`src/design/debin_consts.vh`:
```
// constants shared by the bin-to-value decoding block
// assumes inclusion by bare name from the debinarizer and decoder files
`ifndef DEBIN_CONSTS_VH
`define DEBIN_CONSTS_VH
// command opcodes, also used as result tags
`define OP_CBP      4'h0
`define OP_DQP      4'h1
`define OP_IPL      4'h2
`define OP_IPC      4'h3
`define OP_REF      4'h4
`define OP_MVD      4'h5
`define OP_COEF     4'h6
`define OP_SKIP     4'h7
`define OP_EOS      4'h8
`define TAG_MVD_V   4'h9
`define TAG_CF_END  4'hA
// bin request modes
`define MODE_CTX    2'h0
`define MODE_BYP    2'h1
`define MODE_EOS    2'h2
// code shapes
`define CBP_LUMA_BINS 8'h04
`define CBP_CHR_MAX   8'h02
`define CBP_CHR_MUL   8'h10
`define IPL_MAX       8'h08
`define IPC_MAX       8'h03
`define UNARY_CAP     8'hFF
`define MVD_ORDER     5'h03
`define MVD_CUTOFF    5'h09
`define CF_ORDER      5'h00
`define CF_CUTOFF     5'h0E
`define SKIP_INV      1'h1
// fixed end-of-slice model
`define EOS_STATE     6'h3F
`define EOS_LIKELY    1'h0
// result path
`define RES_DEPTH     16
`define SCAN_LEN      5'h10
`endif

```
`src/design/res_fifo.v`:
```
// flip-flop FIFO with valid/ready on both sides
// assumes one clock, asynchronous active-high reset
`timescale 1ns/10ps
module res_fifo #(
	parameter WIDTH = 20,
	parameter DEPTH = 16,
	parameter AW    = 4
) (
	// clock and reset
	input  wire             clk_i,
	input  wire             sys_rst_i,
	// fill side
	input  wire             in_vld_i,
	output wire             in_rdy_o,
	input  wire [WIDTH-1:0] in_dat_i,
	// drain side
	output wire             out_vld_o,
	input  wire             out_rdy_i,
	output wire [WIDTH-1:0] out_dat_o
);
	reg [WIDTH-1:0] mem_r [0:DEPTH-1]; // storage
	reg [AW-1:0]    wr_r;              // write index
	reg [AW-1:0]    rd_r;              // read index
	reg [AW:0]      cnt_r;             // fill level
	wire            push;
	wire            pop;
	assign in_rdy_o  = (cnt_r != DEPTH[AW:0]);
	assign out_vld_o = (cnt_r != {(AW+1){1'b0}});
	assign out_dat_o = mem_r[rd_r];
	assign push      = in_vld_i & in_rdy_o;
	assign pop       = out_vld_o & out_rdy_i;
	// data store, no reset needed
	always @(posedge clk_i) begin
		if (push) begin
			mem_r[wr_r] <= in_dat_i;
		end
	end
	// pointers and level
	always @(posedge clk_i or posedge sys_rst_i) begin
		if (sys_rst_i) begin
			wr_r  <= {AW{1'b0}};
			rd_r  <= {AW{1'b0}};
			cnt_r <= {(AW+1){1'b0}};
		end else begin
			if (push) wr_r <= wr_r + 1'b1;
			if (pop) rd_r <= rd_r + 1'b1;
			if (push & ~pop) cnt_r <= cnt_r + 1'b1;
			else if (pop & ~push) cnt_r <= cnt_r - 1'b1;
		end
	end
endmodule

```
`src/design/syntax_element_debinarizer.v`:
```
// turns bins from the arithmetic engine into syntax element values
// assumes the engine, command source and result sink share clk_i
`timescale 1ns/10ps
`include "debin_consts.vh"
// Behaviour
// - luma pattern: four fixed bins, 0..15
// - chroma capped at 2; pattern luma+16*chroma
// - quantizer change: unary count, then signed
// - luma intra indicator capped unary, max 8
// - zero picks likely mode, else selector
// - chroma intra mode capped unary, max 3
// - reference index as plain unary
// - mvd horizontal first; magnitude then sign
// - mvd magnitude unary cut 9, golomb order 3
// - mvd signs and suffix use bypass
// - sign bin 0 positive, 1 negative
// - coded flag unless pattern shows empty
// - zero coded flag ends block
// - significance except last; last-bin if significant
// - last-bin one ends scan, rest zero
// - levels reverse order, magnitude then sign
// - level unary cut 14, golomb order 0
// - skip bin inverted by xor 0x01
// - end-of-slice model state 63, likely 0
// - likely end-of-slice keeps state 63
// - end-of-slice one reinitialises all contexts
module syntax_element_debinarizer #(
	parameter RES_DEPTH = `RES_DEPTH,
	parameter RES_AW    = 4
) (
	// clock and reset
	input  wire        clk_i,
	input  wire        sys_rst_i,
	// command from the parser
	input  wire        cmd_vld_i,
	output wire        cmd_rdy_o,
	input  wire [3:0]  cmd_op_i,
	input  wire [3:0]  cmd_mpm_i,
	input  wire        cmd_blk_coded_i,
	input  wire [4:0]  cmd_scan_len_i,
	// bin request to the arithmetic engine
	output wire        bin_req_o,
	output wire [1:0]  bin_mode_o,
	output wire [3:0]  bin_se_o,
	output wire [1:0]  bin_sub_o,
	output wire [4:0]  bin_idx_o,
	input  wire        bin_vld_i,
	input  wire        bin_val_i,
	// fixed end-of-slice model and context refresh
	output wire [5:0]  eos_state_o,
	output wire        eos_likely_o,
	output reg         ctx_reinit_o,
	// decoded values
	output wire        res_vld_o,
	input  wire        res_rdy_i,
	output wire [3:0]  res_tag_o,
	output wire [15:0] res_val_o
);
	// ****************************************
	// states and storage
	// ****************************************
	localparam S_IDLE = 5'h01; // waiting for a command
	localparam S_BIN  = 5'h02; // waiting for one bin
	localparam S_UEG  = 5'h04; // magnitude decoder busy
	localparam S_PUSH = 5'h08; // writing a result
	localparam S_SCAN = 5'h10; // walking levels backwards
	reg [4:0]  st_r;           // main state
	reg [4:0]  ret_r;          // state after a push
	reg [3:0]  op_r;           // element in progress
	reg [1:0]  ph_r;           // sub-step of the element
	reg [7:0]  cnt_r;          // bins counted
	reg [3:0]  luma_r;         // luma pattern bits
	reg [3:0]  mpm_r;          // likely intra mode
	reg [4:0]  len_r;          // scan length
	reg [15:0] sig_r;          // significance map
	reg [4:0]  pos_r;          // scan position
	reg        comp_r;         // 0 horizontal, 1 vertical
	reg [15:0] mag_r;          // magnitude awaiting sign
	reg [3:0]  tag_r;          // result tag
	reg [15:0] val_r;          // result value
	reg        ueg_go_r;       // start pulse
	reg [4:0]  ueg_ord_r;      // golomb order
	reg [4:0]  ueg_cut_r;      // unary cut-off
	reg [5:0]  eos_st_r;       // end-of-slice model state
	wire       ueg_done;
	wire [15:0] ueg_val;
	wire       ueg_req;
	wire       ueg_byp;
	wire [4:0] ueg_idx;
	wire       fifo_rdy;
	wire       in_bin;
	wire       got;
	// ****************************************
	// value mapping functions
	// ****************************************
	// signed value from magnitude and sign bin
	function [15:0] apply_sign;
		input [15:0] mag;
		input        neg;
		begin
			apply_sign = neg ? (16'h0000 - mag) : mag;
		end
	endfunction
	// code number to signed quantizer change
	function [15:0] dqp_map;
		input [7:0] k;
		begin
			if (k[0]) dqp_map = {8'h00, 1'b0, k[7:1]} + 16'h0001;
			else dqp_map = 16'h0000 - {9'h000, k[7:1]};
		end
	endfunction
	// ****************************************
	// capped unary step
	// ****************************************
	reg [7:0] tu_lim;         // cap for current element
	wire [7:0] tu_n;          // count including this bin
	wire       tu_end;        // code complete
	wire [7:0] tu_v;          // decoded count
	// cap chosen by element
	always @* begin
		case (op_r)
			`OP_CBP: tu_lim = `CBP_CHR_MAX;
			`OP_IPL: tu_lim = `IPL_MAX;
			`OP_IPC: tu_lim = `IPC_MAX;
			default: tu_lim = `UNARY_CAP;
		endcase
	end
	assign tu_n   = cnt_r + 8'h01;
	assign tu_end = ~bin_val_i | (tu_n == tu_lim);
	assign tu_v   = bin_val_i ? tu_n : cnt_r;
	// intra mode from indicator and likely mode
	wire [3:0] ind_sel = tu_v[3:0] - 4'h1;
	wire [3:0] ipl_mode = (tu_v == 8'h00) ? mpm_r :
		((ind_sel < mpm_r) ? ind_sel : ind_sel + 4'h1);
	// ****************************************
	// engine request multiplexing
	// ****************************************
	assign in_bin    = (st_r == S_BIN);
	assign got       = in_bin & bin_vld_i;
	assign bin_req_o = in_bin | ((st_r == S_UEG) & ueg_req);
	assign bin_mode_o = (st_r == S_UEG) ? (ueg_byp ? `MODE_BYP : `MODE_CTX) :
		(op_r == `OP_EOS) ? `MODE_EOS :
		((ph_r == 2'h3) ? `MODE_BYP : `MODE_CTX);
	assign bin_se_o  = op_r;
	assign bin_sub_o = ph_r;
	assign bin_idx_o = (st_r == S_UEG) ? ueg_idx :
		((op_r == `OP_COEF) ? pos_r : cnt_r[4:0]);
	assign cmd_rdy_o = (st_r == S_IDLE);
	assign eos_state_o  = eos_st_r;
	assign eos_likely_o = `EOS_LIKELY;
	// ****************************************
	// magnitude decoder and result buffer
	// ****************************************
	// the decoder only sees answers while it owns the request
	ueg_decoder u_ueg (
		.clk_i     (clk_i),
		.sys_rst_i (sys_rst_i),
		.start_i   (ueg_go_r),
		.order_i   (ueg_ord_r),
		.cutoff_i  (ueg_cut_r),
		.done_o    (ueg_done),
		.value_o   (ueg_val),
		.req_o     (ueg_req),
		.bypass_o  (ueg_byp),
		.idx_o     (ueg_idx),
		.bin_vld_i (bin_vld_i & (st_r == S_UEG)),
		.bin_val_i (bin_val_i)
	);
	// results wait here so a slow sink stalls only the push state
	res_fifo #(
		.WIDTH (20),
		.DEPTH (RES_DEPTH),
		.AW    (RES_AW)
	) u_fifo (
		.clk_i     (clk_i),
		.sys_rst_i (sys_rst_i),
		.in_vld_i  (st_r == S_PUSH),
		.in_rdy_o  (fifo_rdy),
		.in_dat_i  ({tag_r, val_r}),
		.out_vld_o (res_vld_o),
		.out_rdy_i (res_rdy_i),
		.out_dat_o ({res_tag_o, res_val_o})
	);
	// ****************************************
	// element sequencer
	// ****************************************
	// one process walks every element's bins, except magnitude bins, which the decoder walks
	always @(posedge clk_i or posedge sys_rst_i) begin
		if (sys_rst_i) begin
			// every register starts from a constant
			// sequencer position
			st_r <= S_IDLE;
			ret_r <= S_IDLE;
			op_r <= 4'h0;
			ph_r <= 2'h0;
			// element context
			cnt_r <= 8'h00;
			luma_r <= 4'h0;
			mpm_r <= 4'h0;
			len_r <= `SCAN_LEN;
			// scan bookkeeping
			sig_r <= 16'h0000;
			pos_r <= 5'h00;
			comp_r <= 1'b0;
			mag_r <= 16'h0000;
			// result and decoder launch
			tag_r <= 4'h0;
			val_r <= 16'h0000;
			ueg_go_r <= 1'b0;
			ueg_ord_r <= 5'h00;
			ueg_cut_r <= 5'h00;
			// fixed end-of-slice model
			eos_st_r <= `EOS_STATE;
			ctx_reinit_o <= 1'b0;
		end else begin
			ueg_go_r <= 1'b0;
			ctx_reinit_o <= 1'b0;
			case (st_r)
			// take a command
			S_IDLE: if (cmd_vld_i) begin
				// latch the command and clear the per-element state
				op_r <= cmd_op_i;
				ph_r <= 2'h0;
				cnt_r <= 8'h00;
				luma_r <= 4'h0;
				mpm_r <= cmd_mpm_i;
				len_r <= cmd_scan_len_i;
				sig_r <= 16'h0000;
				pos_r <= 5'h00;
				comp_r <= 1'b0;
				tag_r <= cmd_op_i;
				case (cmd_op_i)
				`OP_MVD: begin
					ueg_go_r <= 1'b1; ueg_ord_r <= `MVD_ORDER;
					ueg_cut_r <= `MVD_CUTOFF; st_r <= S_UEG;
				end
				`OP_COEF: if (!cmd_blk_coded_i) begin
					tag_r <= `TAG_CF_END; val_r <= 16'h0000;
					ret_r <= S_IDLE; st_r <= S_PUSH;
				end else st_r <= S_BIN;
				`OP_CBP, `OP_DQP, `OP_IPL, `OP_IPC, `OP_REF, `OP_SKIP, `OP_EOS:
					st_r <= S_BIN;
				default: st_r <= S_IDLE;
				endcase
			end
			// one bin answered
			S_BIN: if (bin_vld_i) begin
				ret_r <= S_IDLE;
				case (op_r)
				`OP_CBP: if (ph_r == 2'h0) begin
					luma_r[cnt_r[1:0]] <= bin_val_i;
					cnt_r <= tu_n;
					if (tu_n == `CBP_LUMA_BINS) begin
						ph_r <= 2'h1; cnt_r <= 8'h00;
					end
				end else if (tu_end) begin
					val_r <= {12'h000, luma_r} + {8'h00, tu_v} * `CBP_CHR_MUL;
					st_r <= S_PUSH;
				end else cnt_r <= tu_n;
				`OP_DQP: if (!bin_val_i || tu_n == `UNARY_CAP) begin
					val_r <= dqp_map(tu_v); st_r <= S_PUSH;
				end else cnt_r <= tu_n;
				`OP_IPL: if (tu_end) begin
					val_r <= {11'h000, (tu_v == 8'h00), ipl_mode};
					st_r <= S_PUSH;
				end else cnt_r <= tu_n;
				`OP_IPC, `OP_REF: if (tu_end) begin
					val_r <= {8'h00, tu_v}; st_r <= S_PUSH;
				end else cnt_r <= tu_n;
				`OP_MVD: begin
					val_r <= apply_sign(mag_r, bin_val_i); st_r <= S_PUSH;
					if (!comp_r) ret_r <= S_UEG;
				end
				`OP_SKIP: begin
					val_r <= {15'h0000, bin_val_i ^ `SKIP_INV}; st_r <= S_PUSH;
				end
				`OP_EOS: begin
					val_r <= {15'h0000, bin_val_i}; st_r <= S_PUSH;
					if (bin_val_i) ctx_reinit_o <= 1'b1;
					eos_st_r <= `EOS_STATE;
				end
				`OP_COEF: case (ph_r)
					2'h0: if (!bin_val_i) begin
						tag_r <= `TAG_CF_END; val_r <= 16'h0000;
						st_r <= S_PUSH;
					end else if (len_r <= 5'h01) begin
						sig_r[0] <= 1'b1; st_r <= S_SCAN;
					end else ph_r <= 2'h1;
					2'h1: if (bin_val_i) begin
						sig_r[pos_r[3:0]] <= 1'b1; ph_r <= 2'h2;
					end else if (pos_r + 5'h01 == len_r - 5'h01) begin
						pos_r <= pos_r + 5'h01;
						sig_r[pos_r[3:0] + 4'h1] <= 1'b1; st_r <= S_SCAN;
					end else pos_r <= pos_r + 5'h01;
					2'h2: if (bin_val_i) st_r <= S_SCAN;
					else if (pos_r + 5'h01 == len_r - 5'h01) begin
						pos_r <= pos_r + 5'h01;
						sig_r[pos_r[3:0] + 4'h1] <= 1'b1; st_r <= S_SCAN;
					end else begin
						pos_r <= pos_r + 5'h01; ph_r <= 2'h1;
					end
					default: begin
						val_r <= apply_sign(mag_r, bin_val_i);
						ret_r <= S_SCAN; st_r <= S_PUSH;
					end
				endcase
				default: st_r <= S_IDLE;
				endcase
			end
			// magnitude finished
			S_UEG: if (ueg_done) begin
				// levels always carry a sign bin, a zero vector part none
				if (op_r == `OP_COEF) begin
					mag_r <= ueg_val + 16'h0001; ph_r <= 2'h3; st_r <= S_BIN;
				end else if (ueg_val == 16'h0000) begin
					val_r <= 16'h0000; st_r <= S_PUSH;
					ret_r <= comp_r ? S_IDLE : S_UEG;
				end else begin
					mag_r <= ueg_val; ph_r <= 2'h3; st_r <= S_BIN;
				end
			end
			// walk significant positions from the end
			S_SCAN: if (sig_r[pos_r[3:0]]) begin
				// clear the sub-step so a level prefix never looks like a sign
				ph_r <= 2'h0;
				sig_r[pos_r[3:0]] <= 1'b0;
				ueg_go_r <= 1'b1;
				ueg_ord_r <= `CF_ORDER; ueg_cut_r <= `CF_CUTOFF;
				st_r <= S_UEG;
			end else if (pos_r == 5'h00) begin
				tag_r <= `TAG_CF_END; val_r <= 16'h0000;
				ret_r <= S_IDLE; st_r <= S_PUSH;
			end else pos_r <= pos_r - 5'h01;
			// hand the value to the buffer, stall while full
			S_PUSH: if (fifo_rdy) begin
				st_r <= ret_r;
				if (ret_r == S_UEG) begin
					comp_r <= 1'b1; tag_r <= `TAG_MVD_V; ph_r <= 2'h0;
					ueg_go_r <= 1'b1;
				end
			end
			default: st_r <= S_IDLE;
			endcase
		end
	end
endmodule

```
`src/design/ueg_decoder.v`:
```
// unary prefix plus exp-golomb suffix magnitude decoder
// assumes the engine answers each held request with bin_vld_i
`timescale 1ns/10ps
`include "debin_consts.vh"
module ueg_decoder (
	// clock and reset
	input  wire        clk_i,
	input  wire        sys_rst_i,
	// control
	input  wire        start_i,
	input  wire [4:0]  order_i,
	input  wire [4:0]  cutoff_i,
	output reg         done_o,
	output reg  [15:0] value_o,
	// bin requests
	output wire        req_o,
	output wire        bypass_o,
	output wire [4:0]  idx_o,
	input  wire        bin_vld_i,
	input  wire        bin_val_i
);
	localparam ST_IDLE = 4'h1; // waiting
	localparam ST_PRE  = 4'h2; // context prefix
	localparam ST_ESC  = 4'h4; // suffix ones
	localparam ST_SUF  = 4'h8; // suffix bits
	reg [3:0]  st_r;           // state
	reg [4:0]  cnt_r;          // prefix bins seen
	reg [4:0]  k_r;            // current order
	reg [4:0]  cut_r;          // cut-off
	reg [15:0] sym_r;          // suffix sum
	assign req_o    = (st_r != ST_IDLE);
	assign bypass_o = (st_r == ST_ESC) | (st_r == ST_SUF);
	assign idx_o    = cnt_r;
	// prefix then bypass suffix
	always @(posedge clk_i or posedge sys_rst_i) begin
		if (sys_rst_i) begin
			st_r <= ST_IDLE; cnt_r <= 5'h00; k_r <= 5'h00;
			cut_r <= 5'h00; sym_r <= 16'h0000;
			done_o <= 1'b0; value_o <= 16'h0000;
		end else begin
			done_o <= 1'b0;
			case (st_r)
			ST_IDLE: if (start_i) begin
				st_r <= ST_PRE; cnt_r <= 5'h00; k_r <= order_i;
				cut_r <= cutoff_i; sym_r <= 16'h0000;
			end
			ST_PRE: if (bin_vld_i) begin
				if (!bin_val_i) begin
					done_o <= 1'b1; value_o <= {11'h000, cnt_r}; st_r <= ST_IDLE;
				end else begin
					cnt_r <= cnt_r + 5'h01;
					if (cnt_r + 5'h01 == cut_r) st_r <= ST_ESC;
				end
			end
			ST_ESC: if (bin_vld_i) begin
				if (bin_val_i) begin
					sym_r <= sym_r + (16'h0001 << k_r); k_r <= k_r + 5'h01;
				end else if (k_r == 5'h00) begin
					done_o <= 1'b1; value_o <= sym_r + {11'h000, cut_r};
					st_r <= ST_IDLE;
				end else st_r <= ST_SUF;
			end
			ST_SUF: if (bin_vld_i) begin
				k_r <= k_r - 5'h01;
				if (k_r == 5'h01) begin
					done_o <= 1'b1; st_r <= ST_IDLE;
					value_o <= sym_r + {11'h000, cut_r} + {15'h0000, bin_val_i};
				end else sym_r <= sym_r + ({15'h0000, bin_val_i} << (k_r - 5'h01));
			end
			default: st_r <= ST_IDLE;
			endcase
		end
	end
endmodule

```
`config.mk`:
```
export PLATFORM = sky130hd
export DESIGN_NAME = syntax_element_debinarizer
export DESIGN_NICKNAME = d
export VERILOG_FILES = /design/src/design/res_fifo.v /design/src/design/syntax_element_debinarizer.v /design/src/design/ueg_decoder.v
export VERILOG_INCLUDE_DIRS = /design/src /design/src/design
export SDC_FILE = /design/constraint.sdc
export NUM_CORES = 1
export LEC_CHECK = 0
export BUFFER_PORTS_ARGS = -buffer_cell sky130_fd_sc_hd__buf_4
export CORE_ASPECT_RATIO = 0.75
export CORE_UTILIZATION = 50
export CTS_CLUSTER_SIZE = 24
export DETAILED_ROUTE_END_ITERATION = 6
export GPL_ROUTABILITY_DRIVEN = 0
export HOLD_SLACK_MARGIN = 0.02
export PLACE_DENSITY = 0.66
export SLEW_MARGIN = 15
export SYNTH_ARGS = -nofsm -noshare
export SYNTH_HDL_FRONTEND = slang
export SYNTH_HIERARCHICAL = 1
export SYNTH_SLANG_ARGS = --single-unit
```
`constraint.sdc`:
```
create_clock -name clk_i -period 4.98 [get_ports clk_i]
set_input_delay 0.498 -clock clk_i [delete_from_list [all_inputs] [get_ports clk_i]]
set_output_delay 0.498 -clock clk_i [all_outputs]
set_load 0.05 [all_outputs]
```
==> summary.md <==
| Metric | Value |
|---|---|
| Average instance area after synthesis | 11.8 sq um |
| Fraction of synthesis flops using an asynchronous set or reset pin | 33.7% |
| Largest fanout on the critical path | 15 |
| Relative slew slack | 28.9% |
| Portion of the post-synthesis area used by sequential elements | 53.1% |
| Top cells by area in the synthesized netlist | sky130_fd_sc_hd__edfxtp_1 37%, sky130_fd_sc_hd__dfrtp_1 15%, sky130_fd_sc_hd__mux2i_1 4.3% |
| Crit share post-route | 95.5% |
| WP data required | 5.50 ns |
| Clk sinks | 483 |
| Total number of nets in the final design | 2304 |
| Series of cell instances along the critical path | ha_1, nand2_1, xnor2_1, inv_2, ha_1, inv_1, o21ai_0, xnor2_1, ha_1, inv_1, a2111oi_1, nor3_1, xnor2_1, a2111oi_0, a211oi_1, mux2i_1 |
| Horizontal die dimension | 264 microns |
| RSZ-0062 raised after global routing | false |
| Kind of launch point of the worst setup path | flip-flop |
| Filler cell count | 4110 |
| Final period demand of the worst path | 4.75 ns |
| Number of detailed-route iterations in the first pass | 7 |
| Top library cells by usage in the layout, fill and taps aside | 320 x sky130_fd_sc_hd__edfxtp_1, 189 x sky130_fd_sc_hd__nand2_1, 157 x sky130_fd_sc_hd__dfrtp_1 |
| Area of combinational cells with multiple inputs | 11300 sq um |
| Hold Path Depth | 3 |
| Cell type with the largest total area after synthesis | sky130_fd_sc_hd__edfxtp_1 |
| Post-synthesis sequential element count | 483 |
| GR Overflow Total | 0 |
| Library cell used as clock root buffer | sky130_fd_sc_hd__clkbuf_16 |
| Count of input and output buffers | 56 |
| Violations in the final reports | DRC |
| Setup Fix Bufs, Post-CTS | 0 |
| HPWL Detailed | 41.5 mm |
| Max rail drop VDD | 0.373 mV |
| DR iter-0 viols | 1790 |
| Status | finished, violations left |
| Hold path startpoint | cmd_scan_len_i[0] |
| Placement Rows | 71 |
| Primary flip-flop cell chosen by synthesis mapping | sky130_fd_sc_hd__edfxtp_1 |
| Clock latency reported for the late side of the worst-skew pair | 0.60 ns |
| Pin count of the biggest net entering global routing | 69 |
| Number of placed instances, taps included | 2818 |
| Hold Path Sink | len_r[0] |
| Classification of the worst-slack hold path | in -> reg |
| Number of cells in the finished layout apart from fillers | 2909 |
| Overall die height | 199 microns |
| Crit-path leading delay family | compound AO/OA/AOI/OAI gates |
| Synthesized area | 25800 sq um |
| EDFF count, synth | 320 |
| Reg2reg end | val_r[3] |
| Final worst clock skew | 0.0170 ns |
| CTS tree | done |
| Power per cell area | 528 nW/um^2 |
| Wirelength, routed | 64.5 mm |
| CP Data Arrival Time | 5.27 ns |
| Global Route met3 Usage | 3.28% |
| Startpoint of the most critical register-to-register path | cnt_r[1] |
| Via count of the first global-routing pass | 17900 |
| Core Area | 50500 sq um |
| Initial antenna violation count | 0 |
| Average wire length per cell after detail routing | 22.2 microns |
| Slew Viols, Final | 0 |
| Slew at the pin closest to its max-slew limit | 1.07 ns |
| Top Usage Layer GRT | met2 |
| Clock transition at the registers of the reported paths | 0.07 ns |
| Number of buffer and inverter stages on the critical path | 3 |
| Number of buffers added by the clock tree synthesis step | 48 |
| Global-route track usage on met2 | 39.7% |
| Initial core utilization | 51.0% |
| Count of boundary I/O pins | 64 |
| Number of H-tree levels | 2 |
| Final Hold Fails | 0 |
| Vias per cell | 6.35 |
| Total negative slack | 0 ns |
| Cell leakage power | 10.8 nW |
| Critical-path top delay cell | sky130_fd_sc_hd__dfrtp_1 |
| Proportion of netlist area held by the largest area contributor | 37.3% |
| Most frequent standard cell in the layout excluding fill and tap cells | sky130_fd_sc_hd__edfxtp_1 |
| Seq. cell area | 13700 sq um |
| Reg2Reg Depth | 16 |
| First-pass GRT wire length | 102 mm |
| Distinct cell type count of the synthesized netlist | 112 |
| Residual DRC | 1 |
| # setup viols final | 0 |
| Total die area | 52500 sq um |
| Yosys warning total | 6 |
| Maximum root-to-sink buffer count | 3 |
| Capturing element type of the critical path | flip-flop |
| Post-detailed-route count of antenna-violating nets | 0 |
| Critical path launch point | cnt_r[1] |
| All-Layer GR Usage | 24.7% |
| Cell count after synthesis | 2187 |
| Fraction of layout instances using a drive strength above 1 | 14.5% |
| Startpoint-to-endpoint class of the critical path | reg -> reg |
| Number of maximum-capacitance constraint violations | 0 |
| Antenna diode instance count | 0 |
| Vias post-DR | 18500 |
| Max Fclk | 210 MHz |
| R2R Setup Slk | 0.23 ns |
| Largest incremental delay on the critical path | 0.60 ns |
| Global routing met1 resource utilization | 35.6% |
| Layout-stage area growth over the synthesis result | 11.1% |
-- worst max-delay path by stage --
| stage | slack [ns] | cells after the start | endpoint |
|---|---|---|---|
| finish | 0.23 | 16 | val_r[3] |
| global route | 0.005 | 16 | val_r[3] |
| CTS | 0.36 | 16 | val_r[3] |
| detailed placement | 0.41 | 16 | val_r[3] |
| global placement | 0.63 | 16 | val_r[3] |
| floorplan | 1.02 | 15 | val_r[3] |
-- synth_stat cells, types with 15 or more instances --
master / instances
sky130_fd_sc_hd__inv_1: 60
sky130_fd_sc_hd__a22o_1: 18
sky130_fd_sc_hd__a31oi_1: 24
sky130_fd_sc_hd__buf_4: 17
sky130_fd_sc_hd__a21oi_1: 97
sky130_fd_sc_hd__mux2i_1: 110
sky130_fd_sc_hd__a21o_1: 20
sky130_fd_sc_hd__nand2_1: 189
sky130_fd_sc_hd__nor2_1: 119
sky130_fd_sc_hd__edfxtp_1: 320
sky130_fd_sc_hd__o21ai_0: 145
sky130_fd_sc_hd__and3_1: 16
sky130_fd_sc_hd__a211oi_1: 18
sky130_fd_sc_hd__xor2_1: 34
sky130_fd_sc_hd__o31ai_1: 17
sky130_fd_sc_hd__mux4_2: 44
sky130_fd_sc_hd__xnor2_1: 71
sky130_fd_sc_hd__nor3_1: 45
sky130_fd_sc_hd__buf_2: 23
sky130_fd_sc_hd__a221oi_1: 56
sky130_fd_sc_hd__ha_1: 68
sky130_fd_sc_hd__o22ai_1: 16
sky130_fd_sc_hd__nor2b_1: 15
sky130_fd_sc_hd__nand3_1: 57
sky130_fd_sc_hd__mux2_2: 25
sky130_fd_sc_hd__clkbuf_1: 71
sky130_fd_sc_hd__nand4_1: 23
sky130_fd_sc_hd__a22oi_1: 27
sky130_fd_sc_hd__dfrtp_1: 159
-- worst register-to-register path: cells and delay by family (launching register included) --
| family | cells | cell delay (ns) |
|---|---|---|
| AO/OA/AOI/OAI | 4 | 1.27 |
| buffers and inverters | 3 | 0.35 |
| AND/OR/NAND/NOR | 2 | 0.33 |
| flip-flops | 1 | 0.60 |
| multiplexers | 1 | 0.14 |
| adder cells (fa/ha/maj) | 3 | 1.20 |
| XOR/XNOR | 3 | 0.79 |
-- layer usage --
metal	share of wire [%]	up-vias
met5	0	-
met4	1.9	0
met3	6.7	99
met2	47	736
met1	45	9200
li1	-	8440
-- stage by stage --
stage	util, %	setup slack [ns]	cell area, sq um	hold WS, ns	total power, mW
4_1_cts	56.6	0.360	28600	0.103	15.1
5_1_grt	56.6	0.00543	28600	0.125	15.8
2_1_floorplan	-	1.02	25800	0.375	9.44
3_3_place_gp	53.0	0.631	26800	0.454	10.8
6_report	56.6	0.226	28600	0.117	15.1
3_5_place_dp	53.0	0.408	26800	0.464	10.9
-- cell type report --
type / count / area share, %
Clock buffer: 51 / 4.31
Clock inverter: 38 / 2.08
Inverter: 64 / 0.852
Multi-Input combinational cell: 1516 / 39.3
Sequential cell: 483 / 47.8
Tap cell: 657 / 2.87
Timing Repair Buffer: 100 / 2.74
-- power by group --
part	switching (mW)	internal, mW
clock	1.63	2.54
combinational	3.41	2.00
sequential	0.758	4.77
-- registers in the layout (all words and copies together), names as in the netlist, 5 cells and up --
signal / flops
u_fifo/mem_r: 320
mag_r: 16
sig_r: 16
u_ueg/sym_r: 16
u_ueg/value_o: 16
val_r: 16
cnt_r: 8
len_r: 5
pos_r: 5
st_r: 5
u_fifo/cnt_r: 5
u_ueg/cut_r: 5
u_ueg/idx_o: 5
u_ueg/k_r: 5
-- timing repair --
item,CTS,global route
hold buffers,1,0
hold endpoints to repair,13,0
resized for setup,0,1
setup endpoints to repair,0,3
-- kinds of logic (layout without fill, tap and decap cells) --
kind of cell,count (synthesis),count (layout),share of synthesized area (%)
adder cells (fa/ha/maj),71,71,3.53
multiplexers,182,182,9.38
AND/OR/NAND/NOR,571,571,11.0
XOR/XNOR,109,109,3.84
AO/OA/AOI/OAI,572,572,15.4
other,2,11,0.0291
flip-flops,483,483,53.1
buffers and inverters,197,253,3.71
Power figures use the tool's default switching activity.
